### src/rtl/stepper_status_pkg.sv
// Constants, register map and peak-level table for the stepper driver status bank
// Functional notes
// - Five-bit peak level sets coil amplitude; 00000 smallest, rising to 11111 at 3015 mA.
// - Exactly four read-only status registers, all bits zero after hard reset.
// - Register 04h live: check, thermal alert, pump fault, watchdog, coil X, coil Y.
// - Register 05h latched: check bit, X overloads PT, PB, NT, NB in bits 6:3.
// - Register 06h latched: check bit, Y overloads bits 6:3, thermal trip bit 2.
// - Register 07h live: check bit and seven-bit micro-step position.
// - Pump fault reads one while charge pump is below level, else zero.
// - Step position is seven bits from the translator, reset to zero.
// - Each coil break flag reads one while an open coil is seen on its bridge.
// - Each of eight overload flags reports overcurrent at its own transistor.
// - Watchdog event flag sets when a watchdog time-out has caused a reset.
// - Watchdog flag clears only when master writes zero to the enable bit.
// - Watchdog enable is bit 7 of read-write register 00h, reset to zero.
`default_nettype none

package stepper_status_pkg;

    // ------------------------------------------------------------
    // Register map
    // ------------------------------------------------------------
    localparam int ADDR_W = 8;
    localparam int DATA_W = 8;
    localparam logic [ADDR_W-1:0] ADDR_WDOG = 8'h00;
    localparam logic [ADDR_W-1:0] ADDR_CTRL0 = 8'h01;
    localparam logic [ADDR_W-1:0] ADDR_LIVE_FAULT = 8'h04;
    localparam logic [ADDR_W-1:0] ADDR_X_LATCH = 8'h05;
    localparam logic [ADDR_W-1:0] ADDR_Y_LATCH = 8'h06;
    localparam logic [ADDR_W-1:0] ADDR_STEP_POS = 8'h07;
    localparam logic [DATA_W-1:0] REG_RESET = 8'h00;

    // ------------------------------------------------------------
    // Field layout
    // ------------------------------------------------------------
    localparam int CHECK_BIT = 7;
    localparam int WATCHDOG_ENABLE_BIT_BIT = 7;
    localparam int WDT_LSB = 3;
    localparam int WDT_W = 4;
    localparam int MODE_LSB = 5;
    localparam int MODE_W = 3;
    localparam int LEVEL_LSB = 0;
    localparam int LEVEL_W = 5;
    localparam int POS_W = 7;
    localparam int OVL_W = 4;
    localparam int MA_W = 12;

    // ------------------------------------------------------------
    // Synchroniser lanes for fault pins
    // ------------------------------------------------------------
    localparam int SY_ALERT = 0;
    localparam int SY_PUMP = 1;
    localparam int SY_XBRK = 2;
    localparam int SY_YBRK = 3;
    localparam int SY_TRIP = 4;
    localparam int SY_XOVL = 5;
    localparam int SY_YOVL = 9;
    localparam int SYNC_W = 13;

    // ------------------------------------------------------------
    // Typical peak amplitude in mA, index 31 first
    // ------------------------------------------------------------
    localparam logic [31:0][MA_W-1:0] PEAK_MA_TABLE = {
        12'hBC7, 12'hAD7, 12'h9F8, 12'h94A, 12'h869, 12'h79E, 12'h6E7, 12'h659,
        12'h5CD, 12'h4E7, 12'h4A5, 12'h435, 12'h3CF, 12'h373, 12'h320, 12'h2DF,
        12'h28E, 12'h252, 12'h21A, 12'h1E8, 12'h1BA, 12'h190, 12'h16E, 12'h148,
        12'h129, 12'h10D, 12'h0F4, 12'h0DD, 12'h0C8, 12'h0BD, 12'h087, 12'h042
    };

endpackage : stepper_status_pkg

`default_nettype wire

### src/rtl/fault_pin_sync.sv
// Two-stage synchroniser for the asynchronous fault pins
`default_nettype none

module fault_pin_sync #(
    parameter int WIDTH = stepper_status_pkg::SYNC_W
) (
    input wire logic i_clk_sys,
    input wire logic i_reset,
    input wire logic [WIDTH-1:0] i_async,
    output logic [WIDTH-1:0] o_sync
);

    // ------------------------------------------------------------
    // State
    // ------------------------------------------------------------
    typedef struct packed {
        logic [WIDTH-1:0] meta;
        logic [WIDTH-1:0] stable;
    } sync_state_t;

    sync_state_t sync_q;
    sync_state_t sync_d;

    // Only the second stage is visible outside
    always_comb begin
        sync_d = sync_q;
        sync_d.meta = i_async;
        sync_d.stable = sync_q.meta;
    end

    always_ff @(posedge i_clk_sys) begin
        if (i_reset) begin
            sync_q <= '0;
        end else begin
            sync_q <= sync_d;
        end
    end

    assign o_sync = sync_q.stable;

endmodule : fault_pin_sync

`default_nettype wire

### src/rtl/stepper_driver_status_regs.sv
// Status bank, watchdog flag and peak-level setting of the stepper driver
`default_nettype none

module stepper_driver_status_regs (
    input wire logic i_clk_sys,
    input wire logic i_reset,
    input wire logic i_reg_wr,
    input wire logic i_reg_rd,
    input wire logic [stepper_status_pkg::ADDR_W-1:0] i_reg_addr,
    input wire logic [stepper_status_pkg::DATA_W-1:0] i_reg_wdata,
    input wire logic i_thermal_alert,
    input wire logic i_thermal_trip,
    input wire logic i_pump_fault,
    input wire logic i_coil_x_break,
    input wire logic i_coil_y_break,
    input wire logic i_x_pos_high_side_overload,
    input wire logic i_x_pos_low_side_overload,
    input wire logic i_x_neg_high_side_overload,
    input wire logic i_x_neg_low_side_overload,
    input wire logic i_y_pos_high_side_overload,
    input wire logic i_y_pos_low_side_overload,
    input wire logic i_y_neg_high_side_overload,
    input wire logic i_y_neg_low_side_overload,
    input wire logic i_watchdog_timeout,
    input wire logic [stepper_status_pkg::POS_W-1:0] i_step_position,
    output logic [stepper_status_pkg::DATA_W-1:0] o_reg_rdata,
    output logic o_reg_rvalid,
    output logic [stepper_status_pkg::LEVEL_W-1:0] o_coil_peak_level,
    output logic [stepper_status_pkg::MA_W-1:0] o_peak_coil_amplitude,
    output logic o_watchdog_enable_bit,
    output logic [stepper_status_pkg::WDT_W-1:0] o_watchdog_time,
    output logic [stepper_status_pkg::MODE_W-1:0] o_step_mode,
    output logic o_watchdog_event_flag
);

    // ------------------------------------------------------------
    // State
    // ------------------------------------------------------------
    typedef struct packed {
        logic wd_enable;
        logic [stepper_status_pkg::WDT_W-1:0] wd_time;
        logic [stepper_status_pkg::MODE_W-1:0] step_mode;
        logic [stepper_status_pkg::LEVEL_W-1:0] coil_level;
        logic [stepper_status_pkg::MA_W-1:0] peak_ma;
        logic wd_event;
        logic [stepper_status_pkg::OVL_W-1:0] x_latch;
        logic [stepper_status_pkg::OVL_W:0] y_latch;
        logic [stepper_status_pkg::DATA_W-1:0] rdata;
        logic rvalid;
        logic [stepper_status_pkg::ADDR_W-1:0] rd_addr;
    } regs_state_t;

    regs_state_t regs_q;
    regs_state_t regs_d;

    logic [stepper_status_pkg::SYNC_W-1:0] pins_async;
    logic [stepper_status_pkg::SYNC_W-1:0] pins_sync;
    logic [stepper_status_pkg::OVL_W-1:0] x_ovl;
    logic [stepper_status_pkg::OVL_W-1:0] y_ovl;
    logic [stepper_status_pkg::DATA_W-1:0] live_fault_status;
    logic [stepper_status_pkg::DATA_W-1:0] x_bridge_fault_latch;
    logic [stepper_status_pkg::DATA_W-1:0] y_bridge_thermal_latch;
    logic [stepper_status_pkg::DATA_W-1:0] step_position_status;
    logic [stepper_status_pkg::DATA_W-1:0] read_mux;
    logic wdog_write;
    logic wd_clear;

    // ------------------------------------------------------------
    // Fault pins into the clock domain
    // ------------------------------------------------------------
    // Lane order follows the SY_ index constants
    assign pins_async = {i_y_pos_high_side_overload, i_y_pos_low_side_overload,
                         i_y_neg_high_side_overload, i_y_neg_low_side_overload,
                         i_x_pos_high_side_overload, i_x_pos_low_side_overload,
                         i_x_neg_high_side_overload, i_x_neg_low_side_overload,
                         i_thermal_trip, i_coil_y_break, i_coil_x_break,
                         i_pump_fault, i_thermal_alert};

    fault_pin_sync #(
        .WIDTH(stepper_status_pkg::SYNC_W)
    ) u_fault_pin_sync (
        .i_clk_sys(i_clk_sys),
        .i_reset(i_reset),
        .i_async(pins_async),
        .o_sync(pins_sync)
    );

    assign x_ovl = pins_sync[stepper_status_pkg::SY_XOVL +: stepper_status_pkg::OVL_W];
    assign y_ovl = pins_sync[stepper_status_pkg::SY_YOVL +: stepper_status_pkg::OVL_W];

    // ------------------------------------------------------------
    // Status register images
    // ------------------------------------------------------------
    function automatic logic [stepper_status_pkg::DATA_W-1:0] with_check(
        input logic [stepper_status_pkg::DATA_W-2:0] payload
    );
        // Even parity: all-zero image keeps its zero reset value
        with_check = {^payload, payload};
    endfunction : with_check

    always_comb begin
        live_fault_status = with_check({pins_sync[stepper_status_pkg::SY_ALERT],
                                        pins_sync[stepper_status_pkg::SY_PUMP],
                                        regs_q.wd_event,
                                        pins_sync[stepper_status_pkg::SY_XBRK],
                                        pins_sync[stepper_status_pkg::SY_YBRK],
                                        2'h0});
        x_bridge_fault_latch = with_check({regs_q.x_latch, 3'h0});
        y_bridge_thermal_latch = with_check({regs_q.y_latch, 2'h0});
        step_position_status = with_check(i_step_position);
    end

    always_comb begin
        unique case (i_reg_addr)
            stepper_status_pkg::ADDR_WDOG: begin
                read_mux = {regs_q.wd_enable, regs_q.wd_time, 3'h0};
            end
            stepper_status_pkg::ADDR_CTRL0: begin
                read_mux = {regs_q.step_mode, regs_q.coil_level};
            end
            stepper_status_pkg::ADDR_LIVE_FAULT: begin
                read_mux = live_fault_status;
            end
            stepper_status_pkg::ADDR_X_LATCH: begin
                read_mux = x_bridge_fault_latch;
            end
            stepper_status_pkg::ADDR_Y_LATCH: begin
                read_mux = y_bridge_thermal_latch;
            end
            stepper_status_pkg::ADDR_STEP_POS: begin
                read_mux = step_position_status;
            end
            default: begin
                // Unmapped and externally held registers answer zero
                read_mux = stepper_status_pkg::REG_RESET;
            end
        endcase
    end

    assign wdog_write = i_reg_wr && (i_reg_addr == stepper_status_pkg::ADDR_WDOG);
    assign wd_clear = wdog_write && !i_reg_wdata[stepper_status_pkg::WATCHDOG_ENABLE_BIT_BIT];

    // ------------------------------------------------------------
    // Next state
    // ------------------------------------------------------------
    always_comb begin
        regs_d = regs_q;
        regs_d.rvalid = i_reg_rd;
        if (i_reg_rd) begin
            regs_d.rdata = read_mux;
            regs_d.rd_addr = i_reg_addr;
        end
        if (wdog_write) begin
            regs_d.wd_enable = i_reg_wdata[stepper_status_pkg::WATCHDOG_ENABLE_BIT_BIT];
            regs_d.wd_time = i_reg_wdata[stepper_status_pkg::WDT_LSB +: stepper_status_pkg::WDT_W];
        end
        if (i_reg_wr && (i_reg_addr == stepper_status_pkg::ADDR_CTRL0)) begin
            regs_d.step_mode = i_reg_wdata[stepper_status_pkg::MODE_LSB +: stepper_status_pkg::MODE_W];
            // No guard on range-crossing decreases; the master owns that hazard
            regs_d.coil_level = i_reg_wdata[stepper_status_pkg::LEVEL_LSB +: stepper_status_pkg::LEVEL_W];
        end
        regs_d.peak_ma = stepper_status_pkg::PEAK_MA_TABLE[regs_q.coil_level];
        // Read-clear of latched images; a new fault in the same cycle wins
        if (i_reg_rd && (i_reg_addr == stepper_status_pkg::ADDR_X_LATCH)) begin
            regs_d.x_latch = '0;
        end
        if (i_reg_rd && (i_reg_addr == stepper_status_pkg::ADDR_Y_LATCH)) begin
            regs_d.y_latch = '0;
        end
        regs_d.x_latch = regs_d.x_latch | x_ovl;
        regs_d.y_latch = regs_d.y_latch | {y_ovl, pins_sync[stepper_status_pkg::SY_TRIP]};
        if (wd_clear) begin
            regs_d.wd_event = 1'b0;
        end
        if (i_watchdog_timeout) begin
            regs_d.wd_event = 1'b1;
        end
    end

    always_ff @(posedge i_clk_sys) begin
        if (i_reset) begin
            regs_q <= '0;
        end else begin
            regs_q <= regs_d;
        end
    end

    assign o_reg_rdata = regs_q.rdata;
    assign o_reg_rvalid = regs_q.rvalid;
    assign o_coil_peak_level = regs_q.coil_level;
    assign o_peak_coil_amplitude = regs_q.peak_ma;
    assign o_watchdog_enable_bit = regs_q.wd_enable;
    assign o_watchdog_time = regs_q.wd_time;
    assign o_step_mode = regs_q.step_mode;
    assign o_watchdog_event_flag = regs_q.wd_event;
endmodule : stepper_driver_status_regs

`default_nettype wire

### config.mk
export PLATFORM = sky130hd
export DESIGN_NAME = stepper_driver_status_regs
export DESIGN_NICKNAME = d
export VERILOG_FILES = /design/src/rtl/stepper_status_pkg.sv /design/src/rtl/fault_pin_sync.sv /design/src/rtl/stepper_driver_status_regs.sv
export SDC_FILE = /design/constraint.sdc
export NUM_CORES = 1
export LEC_CHECK = 0
export BUFFER_PORTS_ARGS = -buffer_cell sky130_fd_sc_hd__buf_4
export CORE_UTILIZATION = 55
export CTS_BUF_LIST = sky130_fd_sc_hd__clkbuf_8
export DETAILED_ROUTE_END_ITERATION = 10
export GPL_ROUTABILITY_DRIVEN = 0
export HOLD_SLACK_MARGIN = 0.15
export PLACE_DENSITY = 0.82
export SLEW_MARGIN = 15
export SYNTH_ARGS = -nofsm -noshare
export SYNTH_HDL_FRONTEND = slang
export SYNTH_SLANG_ARGS = --single-unit
### constraint.sdc
create_clock -name i_clk_sys -period 2 [get_ports i_clk_sys]
set_input_delay 0.3 -clock i_clk_sys [delete_from_list [all_inputs] [get_ports i_clk_sys]]
set_output_delay 0.3 -clock i_clk_sys [all_outputs]
set_load 0.005 [all_outputs]
==> summary.txt, run 1 <==
Setup path
  – CP Class: reg -> out
  – Critical Path End Type: output port
  – FF-to-FF End: o_peak_coil_amplitude[4]
  – CP arrival: ~1.5 ns
  – Startpoint types: register
  – Crit path max fanout: 20
  – R2R setup slack: roughly 0.28 ns
  – R2R depth: 7
  – Crit path required time: between 1.5 and 2 ns
  – Reg-to-reg startpoint: o_coil_peak_level[0]

Yosys
  – Mapped Nets: 430
  – Synth Cell Area: around 0.0034 mm²
  – Synth area leaders: dfxtp_1 41%, buf_4 7.2%, mux2i_1 6.4%
  – Ys flop type: dfxtp_1
  – Synth async-reset ratio: 0
  – Sequential area share after synthesis: 0.406
  – Share of the synthesized area in the top cell type: 0.406
  – Post-synth EDFFs: 0
  – Synth Instances: approximately 380
  – #FFs+latches synth: 70
  – Mean post-synth cell area: around 9.1 µm²
  – Cell taking the most area after synthesis: dfxtp_1
  – Ys Warns: 0
  – Distinct cells, synth: 49

STA
  – Slew of the pin with the lowest slew margin: roughly 0.67 ns
  – Slew Viols, Final: 0
  – Clk_skew: 0.0152 ns
  – Final setup fails: 0
  – Min cycle time layout: between 1.5 and 2 ns
  – Max Fclk: around 570 MHz
  – Hold violation count in the final report: 0
  – Max-slew headroom at the worst pin: 0.555
  – Hold Worst Slack: approximately 0.16 ns
  – RSZ-0062 raised after global routing: false
  – Fin crit share: 0.884

Floorplanning
  – I/O pin cnt: 76
  – Die Footprint: ~0.0066 mm²
  – # rows: 28
  – Starting Density: 0.576
  – Core footprint: about 0.0060 mm²
  – Die Width: just over 80 µm
  – Chip height: 81.2 µm

Clocking
  – Post-CTS setup buffer count: 0
  – # H-tree levels: 3
  – Root Buffer: clkbuf_8
  – Sink Count: 70
  – Post-cts sizing count: 0
  – Hold_buf cts: 0
  – Clock Path Buffers: 2
  – Clock Pin Slew Worst Setup and Hold Paths: about 0.08 ns
  – CTS tree: done
  – CTS Buf Count: 9
  – Latest clock arrival within the worst-skew pair: about 0.35 ns

Outcome
  – Status: completed

Layout
  – Most common cell after layout, fill and taps aside: buf_4
  – Nets: between 400 and 500
  – Finished Cell Area: about 0.004 mm²
  – Most frequent cells in the layout: 86 x buf_4, 70 x dfxtp_1, 45 x nor2_1
  – Number of diodes: 0
  – Area delta synth->final: 16.5%
  – Ratio of cells with drive above 1 in the final layout: 0.254

GRT
  – Total grt overflow: 0
  – Global-route wire length before repair: between 10000 and 15000 µm
  – Initial antenna violation count: 0
  – Global Route Usage Sum: 0.232
  – Largest net degree at the start of global routing: 70
  – Vias in the first global route: around 2400

Place
  – DP Wirelength: around 5300 µm
  – Buffers on Ports: 75
  – DP Area: ~0.0038 mm²

Power and ir drop
  – Pwr per Cell Area: between 600 and 700 mW/mm²
  – Lkg Pwr: approximately 1.7 nW
  – Clk pwr share: 0.387
  – Power consumption: roughly 2.8 mW
  – Sw frac: 0.261
  – Internal: slightly above 2 mW
  – VDD IR max: between 0.4 and 0.5 mV
  – Combinational power share: 0.090
  – Switching pwr: 0.723 mW
  – Reg power frac: 0.524

Detailed routing
  – Via count: 2803
  – WL/cell: between 10 and 15 µm
  – Routed wire length: 7410 µm
  – Post-route ant nets: 0
  – DRC violations left: 0
  – Drt first-iter violations: between 200 and 250
  – Vias/cell: 5.59
  – First-pass DRT Iterations: 5

Min path
  – Min-Delay Endpoint: u_fault_pin_sync.sync_d[0]
  – Hold path cells: 2
  – HP Class: in -> reg
  – Hold path start: i_thermal_alert

Flow run
  – Max_cap viols: 0
[worst max-delay path by stage]
stage | slack (ns) | start | cells after the start | endpoint
2_1_floorplan | 0.29 | o_coil_peak_level[1] | 7 | o_peak_coil_amplitude[4]
4_1_cts | 0.28 | o_coil_peak_level[3] | 2 | o_coil_peak_level[3]
3_5_place_dp | -0.02 | i_reg_addr[7] | 7 | o_coil_peak_level[0]
5_1_grt | 0.07 | o_coil_peak_level[0] | 7 | o_peak_coil_amplitude[4]
6_report | 0.23 | o_coil_peak_level[3] | 2 | o_coil_peak_level[3]
3_3_place_gp | 0.08 | i_reg_addr[7] | 7 | o_step_mode[0]
[sequential cells by signal, indices dropped and copies added (netlist names)]
register and count:
o_watchdog_enable_bit 1, o_peak_coil_amplitude 12, regs_q 9, u_fault_pin_sync.sync_d 13
o_coil_peak_level 5, u_fault_pin_sync.o_sync 13, o_step_mode 3, o_watchdog_time 4
o_reg_rvalid 1, o_reg_rdata 8, o_watchdog_event_flag 1
[critical path, stage by stage (launching register included)]
cell	delay [ns]
dfxtp_1	0.74
buf_4	0.27
buf_4	0.12
[power groups by stage]
stage,Combinational (mW),Clock (mW),Sequential [mW]
finish,0.248,1.07,1.45
global placement,0.242,0,1.48
global route,0.270,1.14,1.46
floorplan,0.155,0,1.48
detailed placement,0.248,0,1.48
CTS,0.248,1.09,1.45
[synthesized netlist by cell type, types with 3 or more instances]
cell type  number
a21oi_1        35
nand3_1         4
inv_1           8
a311oi_1        3
xnor2_1         8
nor3_1          3
a211o_1         3
nor2b_1        28
buf_1           3
xnor3_1         4
nand2_1        16
o21ai_0        10
buf_2           3
ha_1            8
a221oi_1        3
clkbuf_1       15
a22oi_1         6
dfxtp_1        70
a211oi_1        8
nand2b_1        8
nor2_1         45
buf_4          33
mux2i_1        22
[cell type report]
| class | instances | area (µm²) |
|---|---|---|
| Sequential cell | 70 | 1400 |
| Multi-Input combinational cell | 246 | 1660 |
| Fill cell | 500 | 1970 |
| Tap cell | 75 | 93.8 |
| Inverter | 8 | 30.0 |
| Clock inverter | 7 | 63.8 |
| Timing Repair Buffer | 86 | 646 |
| Clock buffer | 9 | 124 |
[per-layer routing]
metal  track usage  share of wire
met3        0.0416          0.071
met1         0.323           0.45
met4        0.0982          0.019
met2         0.352           0.46
met5             0              0
[through the flow]
step / util / cells / setup WS, ns / TNS, ns
2_1_floorplan: - / 381 / 0.294 / 0
3_3_place_gp: 0.639 / 485 / 0.0765 / 0
3_5_place_dp: 0.639 / 485 / -0.0185 / -0.0271
4_1_cts: 0.671 / 501 / 0.278 / 0
5_1_grt: 0.671 / 501 / 0.0685 / 0
6_report: 0.671 / 501 / 0.233 / 0
[kinds of logic (layout without fill, tap and decap cells)]
family / after synthesis / count (layout) / share of synthesized area
simple gates: 116 / 116 / 0.169
fa+ha+maj: 8 / 8 / 0.0290
mux: 24 / 24 / 0.0704
buf+inv: 65 / 110 / 0.112
compound gates: 84 / 84 / 0.161
xor+xnor: 14 / 14 / 0.0515
flops: 70 / 70 / 0.406
Note: power is estimated with default switching activity, not from simulation.
==> inputs of run 2 (changes only) <==
--- a/config.mk
+++ b/config.mk
@@ -5,7 +5,7 @@
 export SDC_FILE = /design/constraint.sdc
 export NUM_CORES = 1
 export LEC_CHECK = 0
-export BUFFER_PORTS_ARGS = -buffer_cell sky130_fd_sc_hd__buf_4
+export BUFFER_PORTS_ARGS = -buffer_cell sky130_fd_sc_hd__buf_2
 export CORE_UTILIZATION = 55
 export CTS_BUF_LIST = sky130_fd_sc_hd__clkbuf_8
 export DETAILED_ROUTE_END_ITERATION = 10
==> run 2 against run 1 <==
Effect of this change: combinational power fell by 6%; sequential share of layout area rose by 1.4 points; via count fell by 2.9%; hold slack improved by 0.0033 ns; power fell by 0.53%.
==> summary.txt, run 2 (synthesized netlist as in run 1, its figures left out) <==
Place
  – DP Wirelength: 5160 µm (-2.8%)
  – DP Area: 0.00365 mm² (-4.7%)
  – Buffers on Ports: 75 (unchanged)

STA
  – Clk_skew: 0.00822 ns (-0.00695 ns)
  – Fin crit share: 0.865 (-0.0185)
  – Slew of the pin with the lowest slew margin: 0.504 ns (-0.164 ns)
  – Min cycle time layout: 1.73 ns (-0.0370 ns)
  – Max-slew headroom at the worst pin: 0.664 (+0.109)
  – Setup TNS: 0 ns (unchanged)
  – Final setup fails: 0 (unchanged)
  – Hold violation count in the final report: 0 (unchanged)
  – Max Fclk: 578 MHz (+2.1%)
  – RSZ-0062 raised after global routing: false
  – Slew Viols, Final: 0 (unchanged)

Setup path
  – Cell family with most CP delay: compound AO/OA/AOI/OAI gates
  – CP arrival: 1.95 ns (+0.48 ns)
  – CP Class: reg -> reg
  – Crit path required time: 2.22 ns (+0.52 ns)
  – Startpoint types: register
  – R2R depth: 7 (unchanged)
  – CP max-delay cell: ha_1
  – Worst path max stage delay: 0.38 ns (-0.36 ns)
  – Reg-to-reg startpoint: o_coil_peak_level[1]
  – Crit path max fanout: 5 (-75%)
  – Critical Path End Type: register
  – WP buf/inv: 1 (-1)
  – FF-to-FF End: o_peak_coil_amplitude[4]
  – Crit-path cells: inv_1 -> ha_1 -> nand2b_1 -> a21oi_1 -> nor2_1 -> a211oi_1 -> a311oi_1
  – R2R setup slack: 0.27 ns (about the same)

Layout
  – Ratio of cells with drive above 1 in the final layout: 0.253 (about the same)
  – Finished Cell Area: 0.00387 mm² (-3.8%)
  – Nets: 474 (+0.85%)
  – Area occupied by registers: 0.00140 mm² (unchanged)
  – Area delta synth->final: 12.1%
  – Most common cell after layout, fill and taps aside: buf_2
  – Filler instances: 489 (-2.2%)
  – Number of diodes: 0 (unchanged)
  – Most frequent cells in the layout: 75 x buf_2, 70 x dfxtp_1, 45 x nor2_1
  – Area occupied by multi-input gates: 0.00166 mm² (unchanged)

Clocking
  – Latest clock arrival within the worst-skew pair: 0.34 ns (about the same)
  – Post-cts sizing count: 0 (unchanged)
  – Clock Pin Slew Worst Setup and Hold Paths: 0.08 ns (about the same)
  – Hold_buf cts: 3 (+3)
  – Clock Path Buffers: 2 (unchanged)
  – CTS tree: done
  – Sink Count: 70 (unchanged)
  – Post-CTS setup buffer count: 0 (unchanged)
  – CTS Buf Count: 9 (unchanged)
  – Root Buffer: clkbuf_8
  – # H-tree levels: 3 (unchanged)

GRT
  – Global-route wire length before repair: 11500 µm (-1.0%)
  – Global Route Usage Sum: 0.234 (+0.00132)
  – Largest net degree at the start of global routing: 33 (-53%)
  – Initial antenna violation count: 0 (unchanged)
  – Met1 Use GR: 0.322 (-0.00114)
  – Grt met2 use: 0.335 (-0.0168)
  – Routing usage on met3: 0.0573 (+0.0157)
  – Global-route layer with the greatest usage: met2
  – Total grt overflow: 0 (unchanged)
  – Vias in the first global route: 2381 (-1.3%)

Detailed routing
  – Routed wire length: 7240 µm (-2.3%)
  – Vias/cell: 5.39 (-3.7%)
  – DRC violations left: 0 (unchanged)
  – First-pass DRT Iterations: 4 (-1)
  – WL/cell: 14.3 µm (-3.0%)
  – Post-route ant nets: 0 (unchanged)
  – Via count: 2721 (-2.9%)
  – Drt first-iter violations: 222 (+2.3%)

Floorplanning
  – Starting Density: 0.576 (unchanged)
  – Chip height: 81.2 µm (unchanged)
  – # rows: 28 (unchanged)
  – Die Width: 81.2 µm (unchanged)
  – Die Footprint: 0.00659 mm² (unchanged)
  – I/O pin cnt: 76 (unchanged)
  – Core footprint: 0.00599 mm² (unchanged)

Outcome
  – Status: completed

Min path
  – HP Class: in -> reg
  – Hold path start: i_thermal_trip
  – Min-Delay Endpoint: u_fault_pin_sync.sync_d[4]
  – Hold path cells: 2 (unchanged)

Power and ir drop
  – VDD IR max: 0.497 mV (+11%)
  – Pwr per Cell Area: 713 mW/mm² (+3.4%)
  – Lkg Pwr: 1.68 nW (-0.91%)

Flow run
  – Max_cap viols: 0 (unchanged)
==> run 2: worst max path at each step <==
| stage | endpoint | depth (start not counted) | startpoint |
|---|---|---|---|
| 2_1_floorplan | o_peak_coil_amplitude[4] | 7 | o_coil_peak_level[1] |
| 3_3_place_gp | o_watchdog_event_flag | 6 | i_reg_addr[7] |
| 3_5_place_dp | o_watchdog_time[3] | 6 | i_reg_addr[7] |
| 4_1_cts | o_peak_coil_amplitude[4] | 7 | o_coil_peak_level[1] |
| 5_1_grt | o_peak_coil_amplitude[4] | 7 | o_coil_peak_level[1] |
| 6_report | o_peak_coil_amplitude[4] | 7 | o_coil_peak_level[1] |
==> run 2: final cells by class <==
type,count,area share
clock inverter,7,0.0162
clock buffer,9,0.0320
tap,75,0.0243
sequential,70,0.362
timing repair buffer,90,0.128
multi-input combinational,246,0.429
inverter,8,0.00777
==> run 2: worst register-to-register path, cell delays in order (launching register included) <==
cell and delay [ns]:
dfxtp_1 0.35, inv_1 0.12, ha_1 0.38, nand2b_1 0.24, a21oi_1 0.17, nor2_1 0.05
a211oi_1 0.23, a311oi_1 0.08
==> run 2: metrics by stage <==
| stage | worst slack [ns] | hold slack [ns] | power (mW) | utilization | cells |
|---|---|---|---|---|---|
| 6_report | 0.270 | 0.165 | 2.76 | 0.645 | 505 |
| 5_1_grt | 0.113 | 0.163 | 2.87 | 0.645 | 505 |
| 4_1_cts | 0.275 | 0.150 | 2.78 | 0.645 | 505 |
| 3_5_place_dp | 0.0330 | 0.421 | 1.71 | 0.609 | 486 |
| 3_3_place_gp | 0.0800 | 0.418 | 1.70 | 0.609 | 486 |
| 2_1_floorplan | 0.294 | 0.413 | 1.63 | - | 381 |
==> run 2: per-layer routing <==
layer,share of wire,vias to the layer above
met5,0,-
met4,0.022,0
met3,0.052,14
met2,0.45,90
met1,0.47,1249
li1,-,1368
==> run 2: report_power, final <==
| part | switching, mW | internal [mW] | leakage [nW] |
|---|---|---|---|
| sequential | 0.0187 | 1.43 | 0.572 |
| clock | 0.594 | 0.478 | 0.0931 |
| combinational | 0.112 | 0.122 | 1.02 |
